===== config.mk =====
export PLATFORM = sky130hd
export DESIGN_NAME = cpl_latch
export DESIGN_NICKNAME = d
export VERILOG_FILES = /design/src/hw/cpl_pkg.sv /design/src/hw/cpl_latch.sv
export VERILOG_INCLUDE_DIRS = /design/src /design/src/hw
export SDC_FILE = /design/constraint.sdc
export NUM_CORES = 1
export LEC_CHECK = 0
export BUFFER_PORTS_ARGS = -buffer_cell sky130_fd_sc_hd__buf_4
export CAP_MARGIN = 10
export CELL_PAD_IN_SITES_DETAIL_PLACEMENT = 2
export CELL_PAD_IN_SITES_GLOBAL_PLACEMENT = 2
export CORE_MARGIN = 2
export CORE_UTILIZATION = 34
export DETAILED_ROUTE_END_ITERATION = 16
export PLACE_DENSITY_LB_ADDON = 0.1
export SYNTH_ARGS = -nofsm -noshare
export SYNTH_HDL_FRONTEND = slang
export SYNTH_SLANG_ARGS = --single-unit

===== constraint.sdc =====
create_clock -name clk_i -period 4.5 [get_ports clk_i]
set_clock_uncertainty 0.1 [all_clocks]
set_input_delay 0.45 -clock clk_i [delete_from_list [all_inputs] [get_ports clk_i]]
set_output_delay 0.45 -clock clk_i [all_outputs]
set_load 0.01 [all_outputs]

===== src/hw/cpl_consts.svh =====
// register offsets, field positions, reset values and timing counts of the latch sequencer
`ifndef CPL_CONSTS_SVH
`define CPL_CONSTS_SVH

`define CPL_ADDR_SEQ_LEN      8'h00
`define CPL_ADDR_REPEAT       8'h04
`define CPL_ADDR_SEL_LOW      8'h08
`define CPL_ADDR_SEL_HIGH     8'h0C
`define CPL_ADDR_FWD_LIMIT    8'h10
`define CPL_ADDR_REV_LIMIT    8'h14
`define CPL_ADDR_COMMAND      8'h18
`define CPL_ADDR_STATUS       8'h1C
`define CPL_ADDR_IRQ_STATUS   8'h20
`define CPL_ADDR_IRQ_MASK     8'h24
`define CPL_ADDR_CAPTURED     8'h28

`define CPL_CMD_ON_BIT        0
`define CPL_CMD_OFF_BIT       1
`define CPL_CMD_MODE_LSB      4
`define CPL_MODE_CONTINUOUS   2'h1

`define CPL_STAT_CMP_BIT      10
`define CPL_STEP_LSB          8
`define CPL_RUN_BIT           16

`define CPL_EV_CAPTURE        0
`define CPL_EV_PASS           1
`define CPL_EV_DONE           2
`define CPL_EV_MODE_ERR       3

`define CPL_SEQ_LEN_MAX       4'h8
`define CPL_REPEAT_MAX        16'h00FF
`define CPL_SEL_RESET         16'h0000
`define CPL_SEL_DIGIT_MASK    16'hCCCC
`define CPL_MIN_GAP_US        500
`define CPL_CLK_MHZ           40
`define CPL_MIN_GAP_CYC       (`CPL_MIN_GAP_US * `CPL_CLK_MHZ)

`endif


===== src/hw/cpl_pkg.sv =====
// types of the continuous position latch sequencer
package cpl_pkg;

  typedef enum logic [0:0] {
    CPL_IDLE = 1'b0,
    CPL_RUN  = 1'b1
  } cpl_state_t;

  typedef struct packed {
    cpl_state_t  st;
    logic [3:0]  seq_len;
    logic [7:0]  repeat_cnt;
    logic [15:0] sel_low;
    logic [15:0] sel_high;
    logic [31:0] fwd_limit;
    logic [31:0] rev_limit;
    logic [2:0]  step;
    logic [7:0]  pass;
    logic [3:0]  step_num;
    logic [31:0] holdoff;
    logic        cap_pend;
    logic        cmp;
    logic [31:0] captured_position;
    logic [31:0] monitor2;
    logic [3:0]  sync1;
    logic [3:0]  sync2;
    logic [3:0]  prev;
    logic [3:0]  irq_status;
    logic [3:0]  irq_mask;
    logic        irq;
    logic        ack;
    logic [31:0] rdata;
  } cpl_regs_t;

endpackage


===== src/hw/cpl_latch.sv =====
// continuous position latch sequencer with wishbone register slave
//
// The placing of the registers and the Wishbone interface to the registers are this design's own decisions.
`timescale 1ns/1ps
`include "cpl_consts.svh"

// Operation
// - capture position on selected triggers, steps 1..n
// - off command aborts sequence at any time
// - repeat count zero repeats without end
// - on with length zero raises warning, no start
// - complete flag bit 10 for one communications cycle
// - extended status bits 8-11 report step number
// - extended status bits 0-7 report pass count
// - pass count increments only after last step
// - monitor slot 2 forced to captured position
// - length 0..8, repeat 0..255, both reset zero
// - 4-bit digit per step selects trigger source
// - trigger within minimum gap is ignored
// - settings change only while capture stopped
// - triggers outside latch window are discarded
module cpl_latch #(
  parameter int unsigned MIN_GAP_CYC = `CPL_MIN_GAP_CYC
) (
  input  wire logic        clk_i,
  input  wire logic        rst_i,
  input  wire logic        wb_cyc_i,
  input  wire logic        wb_stb_i,
  input  wire logic        wb_we_i,
  input  wire logic [7:0]  wb_adr_i,
  input  wire logic [3:0]  wb_sel_i,
  input  wire logic [31:0] wb_dat_i,
  output logic      [31:0] wb_dat_o,
  output logic             wb_ack_o,
  input  wire logic        comm_tick_i,
  input  wire logic [31:0] position_i,
  input  wire logic [31:0] monitor2_normal_i,
  input  wire logic        encoder_index_i,
  input  wire logic        external_trigger_one_i,
  input  wire logic        external_trigger_two_i,
  input  wire logic        external_trigger_three_i,
  output logic      [15:0] status_field_o,
  output logic      [15:0] extended_status_field_o,
  output logic      [31:0] monitor2_o,
  output logic      [31:0] captured_position_o,
  output logic             latch_complete_flag_o,
  output logic             latch_mode_error_o,
  output logic             running_o,
  output logic             irq_o
);

  cpl_pkg::cpl_regs_t r;
  cpl_pkg::cpl_regs_t next_r;

  logic        bus_req;
  logic        bus_wr;
  logic [31:0] wmask;
  logic [31:0] wval;
  logic [3:0]  edges;
  logic [15:0] sel_word;
  logic [1:0]  digit;
  logic        trig;
  logic        in_window;
  logic        capture;
  logic        last_step;
  logic        cmd_on;
  logic        cmd_off;
  logic [1:0]  cmd_mode;
  logic [3:0]  ev;
  logic [3:0]  w1c;

  always_comb begin
    next_r = r;
    ev     = 4'h0;
    w1c    = 4'h0;

    // bus decode, byte lanes merged against the stored word
    bus_req = wb_cyc_i && wb_stb_i && !r.ack;
    bus_wr  = bus_req && wb_we_i;
    wmask   = {{8{wb_sel_i[3]}}, {8{wb_sel_i[2]}}, {8{wb_sel_i[1]}}, {8{wb_sel_i[0]}}};
    wval    = wb_dat_i & wmask;

    // pin synchronisers, edges read only from the second stage
    next_r.sync1 = {external_trigger_three_i, external_trigger_two_i,
                    external_trigger_one_i, encoder_index_i};
    next_r.sync2 = r.sync1;
    next_r.prev  = r.sync2;
    edges        = r.sync2 & ~r.prev;

    // trigger chosen by the digit of the current step
    sel_word = r.step[2] ? r.sel_high : r.sel_low;
    digit    = sel_word[{r.step[1:0], 2'b00} +: 2];
    trig     = edges[digit];

    // allowable area: inside when fwd > rev, else outside the span
    if ($signed(r.fwd_limit) > $signed(r.rev_limit)) begin
      in_window = ($signed(position_i) <= $signed(r.fwd_limit)) &&
                  ($signed(position_i) >= $signed(r.rev_limit));
    end else begin
      in_window = ($signed(position_i) <= $signed(r.fwd_limit)) ||
                  ($signed(position_i) >= $signed(r.rev_limit));
    end

    if (r.holdoff != 32'h0000_0000) begin
      next_r.holdoff = r.holdoff - 32'h0000_0001;
    end

    capture   = (r.st == cpl_pkg::CPL_RUN) && trig && in_window &&
                (r.holdoff == 32'h0000_0000);
    last_step = ({1'b0, r.step} == (r.seq_len - 4'h1));

    cmd_on   = bus_wr && (wb_adr_i == `CPL_ADDR_COMMAND) && wval[`CPL_CMD_ON_BIT];
    cmd_off  = bus_wr && (wb_adr_i == `CPL_ADDR_COMMAND) && wval[`CPL_CMD_OFF_BIT];
    cmd_mode = wval[`CPL_CMD_MODE_LSB +: 2];

    unique case (r.st)
      cpl_pkg::CPL_IDLE: begin
        if (cmd_on && !cmd_off && cmd_mode == `CPL_MODE_CONTINUOUS) begin
          if (r.seq_len == 4'h0) begin
            ev[`CPL_EV_MODE_ERR] = 1'b1;
          end else begin
            next_r.st       = cpl_pkg::CPL_RUN;
            next_r.step     = 3'h0;
            next_r.pass     = 8'h00;
            next_r.step_num = 4'h0;
          end
        end
      end
      cpl_pkg::CPL_RUN: begin
        if (cmd_off) begin
          next_r.st = cpl_pkg::CPL_IDLE;
        end else if (capture) begin
          ev[`CPL_EV_CAPTURE] = 1'b1;
          next_r.captured_position         = position_i;
          next_r.holdoff      = 32'(MIN_GAP_CYC);
          next_r.step_num     = {1'b0, r.step} + 4'h1;
          if (last_step) begin
            next_r.step       = 3'h0;
            next_r.pass       = r.pass + 8'h01;
            ev[`CPL_EV_PASS]  = 1'b1;
            // zero repeat count never matches, so the run is endless
            if (r.repeat_cnt != 8'h00 && r.pass + 8'h01 == r.repeat_cnt) begin
              next_r.st       = cpl_pkg::CPL_IDLE;
              ev[`CPL_EV_DONE] = 1'b1;
            end
          end else begin
            next_r.step = r.step + 3'h1;
          end
        end
      end
    endcase

    // complete flag spans exactly one communications cycle
    if (comm_tick_i) begin
      next_r.cmp      = r.cap_pend || capture;
      next_r.cap_pend = 1'b0;
    end else begin
      next_r.cap_pend = r.cap_pend || capture;
    end
    next_r.monitor2 = next_r.cmp ? next_r.captured_position : monitor2_normal_i;

    // settings accepted only when stopped and in range
    if (bus_wr && r.st == cpl_pkg::CPL_IDLE) begin
      unique case (wb_adr_i)
        `CPL_ADDR_SEQ_LEN: begin
          if (wb_sel_i[0] && wval[15:0] <= {12'h000, `CPL_SEQ_LEN_MAX}) begin
            next_r.seq_len = wval[3:0];
          end
        end
        `CPL_ADDR_REPEAT: begin
          if (wb_sel_i[0] && wval[15:0] <= `CPL_REPEAT_MAX) begin
            next_r.repeat_cnt = wval[7:0];
          end
        end
        `CPL_ADDR_SEL_LOW: begin
          if (wb_sel_i[1:0] == 2'b11 && (wval[15:0] & `CPL_SEL_DIGIT_MASK) == 16'h0000) begin
            next_r.sel_low = wval[15:0];
          end
        end
        `CPL_ADDR_SEL_HIGH: begin
          if (wb_sel_i[1:0] == 2'b11 && (wval[15:0] & `CPL_SEL_DIGIT_MASK) == 16'h0000) begin
            next_r.sel_high = wval[15:0];
          end
        end
        `CPL_ADDR_FWD_LIMIT: begin
          next_r.fwd_limit = (r.fwd_limit & ~wmask) | wval;
        end
        `CPL_ADDR_REV_LIMIT: begin
          next_r.rev_limit = (r.rev_limit & ~wmask) | wval;
        end
        default: begin
        end
      endcase
    end
    if (bus_wr && wb_adr_i == `CPL_ADDR_IRQ_MASK && wb_sel_i[0]) begin
      next_r.irq_mask = wval[3:0];
    end
    if (bus_wr && wb_adr_i == `CPL_ADDR_IRQ_STATUS && wb_sel_i[0]) begin
      w1c = wval[3:0];
    end

    // sticky events, a set in the clear cycle survives
    next_r.irq_status = (r.irq_status & ~w1c) | ev;
    next_r.irq        = |(next_r.irq_status & next_r.irq_mask);

    // classic single-cycle answer; unmapped reads give zero
    next_r.ack   = bus_req;
    next_r.rdata = 32'h0000_0000;
    if (bus_req && !wb_we_i) begin
      unique case (wb_adr_i)
        `CPL_ADDR_SEQ_LEN:    next_r.rdata = {28'h000_0000, r.seq_len};
        `CPL_ADDR_REPEAT:     next_r.rdata = {24'h00_0000, r.repeat_cnt};
        `CPL_ADDR_SEL_LOW:    next_r.rdata = {16'h0000, r.sel_low};
        `CPL_ADDR_SEL_HIGH:   next_r.rdata = {16'h0000, r.sel_high};
        `CPL_ADDR_FWD_LIMIT:  next_r.rdata = r.fwd_limit;
        `CPL_ADDR_REV_LIMIT:  next_r.rdata = r.rev_limit;
        `CPL_ADDR_STATUS:     next_r.rdata = {14'h0000, r.cmp, r.st,
                                              4'h0, r.step_num, r.pass};
        `CPL_ADDR_IRQ_STATUS: next_r.rdata = {28'h000_0000, r.irq_status};
        `CPL_ADDR_IRQ_MASK:   next_r.rdata = {28'h000_0000, r.irq_mask};
        `CPL_ADDR_CAPTURED:   next_r.rdata = r.captured_position;
        default:              next_r.rdata = 32'h0000_0000;
      endcase
    end
  end

  always_ff @(posedge clk_i) begin
    if (rst_i) begin
      r            <= '0;
      r.st         <= cpl_pkg::CPL_IDLE;
      r.seq_len    <= 4'h0;
      r.repeat_cnt <= 8'h00;
      r.sel_low    <= `CPL_SEL_RESET;
      r.sel_high   <= `CPL_SEL_RESET;
    end else begin
      r <= next_r;
    end
  end

  assign wb_dat_o                = r.rdata;
  assign wb_ack_o                = r.ack;
  assign status_field_o          = {5'h00, r.cmp, 10'h000};
  assign extended_status_field_o = {4'h0, r.step_num, r.pass};
  assign monitor2_o              = r.monitor2;
  assign captured_position_o     = r.captured_position;
  assign latch_complete_flag_o   = r.cmp;
  assign latch_mode_error_o      = r.irq_status[`CPL_EV_MODE_ERR];
  assign running_o               = (r.st == cpl_pkg::CPL_RUN);
  assign irq_o                   = r.irq;

endmodule


# [Yosys cells after proc, flatten, opt, wreduce, memory -nomap -nowiden]
# Index checks and enable logic that the tools add are counted.
[classes] add_sub_neg=5 order_cmp=6 eq_ne=19 n_shift=1 n_mux=36 bitwise=14 n_reduce_logical=44
[op_table] cell="$pmux 32 s10" n=1
[op_table] cell="$mux 32" n=6
[op_table] cell="$and 32x32->32" n=3
[op_table] cell="$mux 47" n=2
[op_table] cell="$or 32x32->32" n=2
[op_table] cell="$eq 8x5->1 const B" n=4
[op_table] cell="$ge 32x32->1" n=1
[op_table] cell="$gt 32x32->1" n=1
[op_table] cell="$le 32x32->1" n=1
[op_table] cell="$logic_not 32->1" n=1
[op_table] cell="$not 32->32" n=1
[op_table] cell="$reduce_bool 32->1" n=1
[op_table] cell="$sub 32x1->32 const B" n=1
[op_table] cell="$mux 15" n=2
[op_table] cell="$pmux 15 s2" n=1
[op_table] cell="$eq 8x6->1 const B" n=3
[op_table] cell="$logic_and 1x1->1" n=22
[op_table] cell="$eq 8x4->1 const B" n=2
[op_table] cell="$le 16x4->1 const B" n=1
[op_table] cell="$le 16x8->1 const B" n=1
[op_table] cell="$logic_not 16->1" n=1
[op_table] cell="$mux 16" n=1
[op_table] cell="$shiftx 16x5->2" n=1
[op_table] cell="$mux 1" n=13
[op_table] cell="33 further kinds" n=52
[word_totals] register_bits=276 in_bits=118 word_cells=148

# [Longest topological paths before layout]
[depth] depth_word=13 ltp_mapped=13 mapped_depth_nobuf=11

# [Least setup slack after synthesis]
# OpenSTA, ideal clock, no wires.
[synth_path] path_type="input-to-reg" from="in position_i[31]" to="reg r (netlist bit monitor2_o[10])" setup_ns=0.134 arrival_time_ns=3.271 path_slack_ns=0.995 cell_stages=12 n_path_buf=2 cell_sequence="ha_1 nand4_1 nor4_1 nand2_1 or4_1 o22a_1 a21oi_1 o211a_1 buf_2 buf_2 mux2i_1 a211oi_1"
[synth_via] elab_chain_len=9 word_cells_on_any_way=13
[synth_lines] item="from (decl)" line_no="cpl_latch.sv:36" text="input wire logic [31:0] position_i,"
[synth_lines] item="$le 32x32->1 / $ge 32x32->1 (equally long branches)"
[synth_lines] item="$logic_or 1x1->1 / $logic_and 1x1->1 (equally long branches)" line_no="cpl_latch.sv:100, cpl_latch.sv:97"
[synth_lines] item="$mux 1 *" line_no="cpl_latch.sv:96" text="if ($signed(r.fwd_limit) > $signed(r.rev_limit)) begin"
[synth_lines] item="$logic_and 1x1->1 * (2 in series)" line_no="cpl_latch.sv:108" text="capture = (r.st == cpl_pkg::CPL_RUN) && trig && in_window &&"
[synth_lines] item="$mux 32" line_no="cpl_latch.sv:132" text="end else if (capture) begin"
[synth_lines] item="$mux 32" line_no="cpl_latch.sv:130" text="if (cmd_off) begin"
[synth_lines] item="$mux 32" line_no="cpl_latch.sv:116" text="unique case (r.st)"
[synth_lines] item="$mux 32 *" line_no="cpl_latch.sv:160" text="next_r.monitor2 = next_r.cmp ? next_r.captured_position : monitor2_normal_i;"
[synth_lines] item="to (signal assigned)" line_no="cpl_latch.sv:236" text="r <= next_r;"
[synth_lines] item="to (decl)" line_no="cpl_latch.sv:52" text="cpl_pkg::cpl_regs_t r;"
# Mark *: on every way between the ends. The rest lies on a longest branch, timed or not.
# A chain may end at the register's enable or synchronous reset.

==> reports/qor.txt <==
Async SR Flop Fraction: 0%
Root Driver: clkbuf_16
Pre-antenna DRT Iters: 5
Post-CTS Setup Repair Bufs: 0
Final HPWL DP: 44000 um
Setup TNS: 0 ns
I/O pins: 251
Worst Tran Pin Value: 0.949 ns
cts repair resizes: 0
Met2 Wirelength: 28400 um
Antenna Nets Post-Route: 0
number of global-route vias before repair: 13.9k
hold slack: 0.0302 ns
CP max FO: 27
Buffers on Ports: 231
Final #Nets: 1979
most used flip-flop cell after synthesis: dfxtp_1
initial core utilization: 34.5%
chip height: 210 um
Placement Cell Area: 16000 um^2
# DRC: 0
worst hold path type: in2reg
DP Cell Count: 2260
cts bufs inserted: 35
# rows: 75
largest net degree at the start of global routing: 96
layout cells sized above 1: 19.4%
yosys warns: 0
die extent in x: 210 um
number of diodes: 0
CTS tree: done
Slew headroom: 36.5%
Hold-fix buffers, CTS: 1
WL/cell: 25.0 um
fin crit period: 3.97 ns
vias per cell: 5.50
M1 WL: 24900 um
Peak VDD IR: 0.000241 V
global placer's final weighted congestion: 0.827
status: completed
Synth top cells by count: dfxtp_1, nor2_1, a21oi_1
Final period util: 88.3%
fin util: 40.8%
CP endpoint kind: flip-flop
register-to-register setup slack: 0.53 ns
max-cap check violation count: 0
H-tree depth: 2
routed vias: 12.8k
Setup WS pre-CTS: 0.558 ns
met3 wire len: 3270 um
top cells by area, synth: dfxtp_1, ha_1, buf_4
global-route usage over all layers: 26.2%
Synth Register Bits: 276
fin area: 17100 um^2
count leader, synth: dfxtp_1
area of the die: 44200 um^2
startpoint types: flip-flop
total power: 6.69 mW
final setup vio count: 0
Syn Inst Count: 1642
first-pass GRT wire length: 87600 um
Netlist cell types: 69
DR top layer: met5
Mapped Area: 14500 um^2
fin. max-slew vios: 0
register area share after synthesis: 38.2%
core area: 41900 um^2
RSZ-0062 raised after global routing: no
Starting DRT DRC Count: 735
Leakage: 7.01 nW
Crit path required time: 4.85 ns
final setup margin: 0.529 ns
clk buf depth: 3
Hold Violations, Final: 0
# clock sinks: 276
final wirelength: 58000 um
Worst Setup Path Type: reg2reg
non-filler cells in the finished layout: 2321
initial antenna violation count: 4
later-pin clock latency in the skew report: 0.55 ns
post-synth top area share: 38.2%
dominant cell type by area after synthesis: dfxtp_1
Mapped Avg Cell Area: 8.80 um^2
grt ovf: 0
maximum clock frequency: 252 MHz
clock-pin slew on the worst setup and hold paths: 0.06 ns
Pwr Density: 391 nW/um^2
Area growth syn-to-layout: 18.4%
arrival time at the worst endpoint: 4.32 ns
number of synthesized flops with an enable pin: 0
## where the power goes
| group | total, mW | internal [mW] | switching [mW] |
|---|---|---|---|
| clock | 2.78 | 1.64 | 1.14 |
| combinational | 1.20 | 0.506 | 0.692 |
| sequential | 2.72 | 2.59 | 0.123 |
| total | 6.69 | 4.74 | 1.95 |
## worst paths after layout
| kind | from | to | cells past startpoint |
|---|---|---|---|
| worst max-delay path | flip-flop | r[121]$_SDFF_PP0_ | 13 |
| worst min-delay path | encoder_index_i | next_r[46]$_SDFF_PP0_ | 2 |
| worst max register to register | flip-flop | r[121]$_SDFF_PP0_ | 13 |
| worst min register to register | next_r[48]$_SDFF_PP0_ | next_r[44]$_SDFF_PP0_ | 1 |
## logic make-up after synthesis
family / Yosys count / share of synthesized area [%]
XOR/XNOR: 44 / 2.67
AO/OA/AOI/OAI: 333 / 15.4
adder cells (fa/ha/maj): 102 / 8.83
multiplexers: 100 / 7.28
other: 1 / 0.0259
flip-flops: 276 / 38.2
buffers and inverters: 277 / 10.7
AND/OR/NAND/NOR: 509 / 17.0
## routing by layer
| layer | vias up | track usage (%) |
|---|---|---|
| met1 | 6434 | 32.4 |
| met5 | - | 0 |
| met3 | 79 | 5.94 |
| met2 | 326 | 45.4 |
| li1 | 5930 | - |
| met4 | 6 | 7.34 |
## area by class of cell
class | count | area (um^2)
Clock buffer | 48 | 1020
Clock inverter | 12 | 105
Fill cell | 4678 | 24800
Inverter | 73 | 274
Multi-Input combinational cell | 1107 | 7480
Sequential cell | 276 | 5530
Tap cell | 539 | 674
Timing Repair Buffer | 266 | 2030
## cell usage in the layout (no fill, tap or decap), drive strengths merged, types with 48 or more instances in the layout
master | Yosys | routed
buf | 137 | 265
clkbuf | 67 | 48
ha | 102 | 102
nand3 | 62 | 62
a21oi | 136 | 136
nor2 | 192 | 192
nand2 | 90 | 90
inv | 73 | 74
dfxtp | 276 | 276
mux2i | 95 | 95
## worst max-delay path, stage by stage, from the launching register on
cell and delay, ns:
dfxtp_1 0.35, inv_1 0.07, ha_1 0.37, nand4_1 0.20, nor3_1 0.29, nand2b_1 0.12, a2111oi_0 0.41, or3_1 0.23
mux2_2 0.39, o211a_2 0.31, buf_12 0.19, or2_2 0.31, buf_4 0.24, a211oi_1 0.26
(Power assumes the default switching activity.)
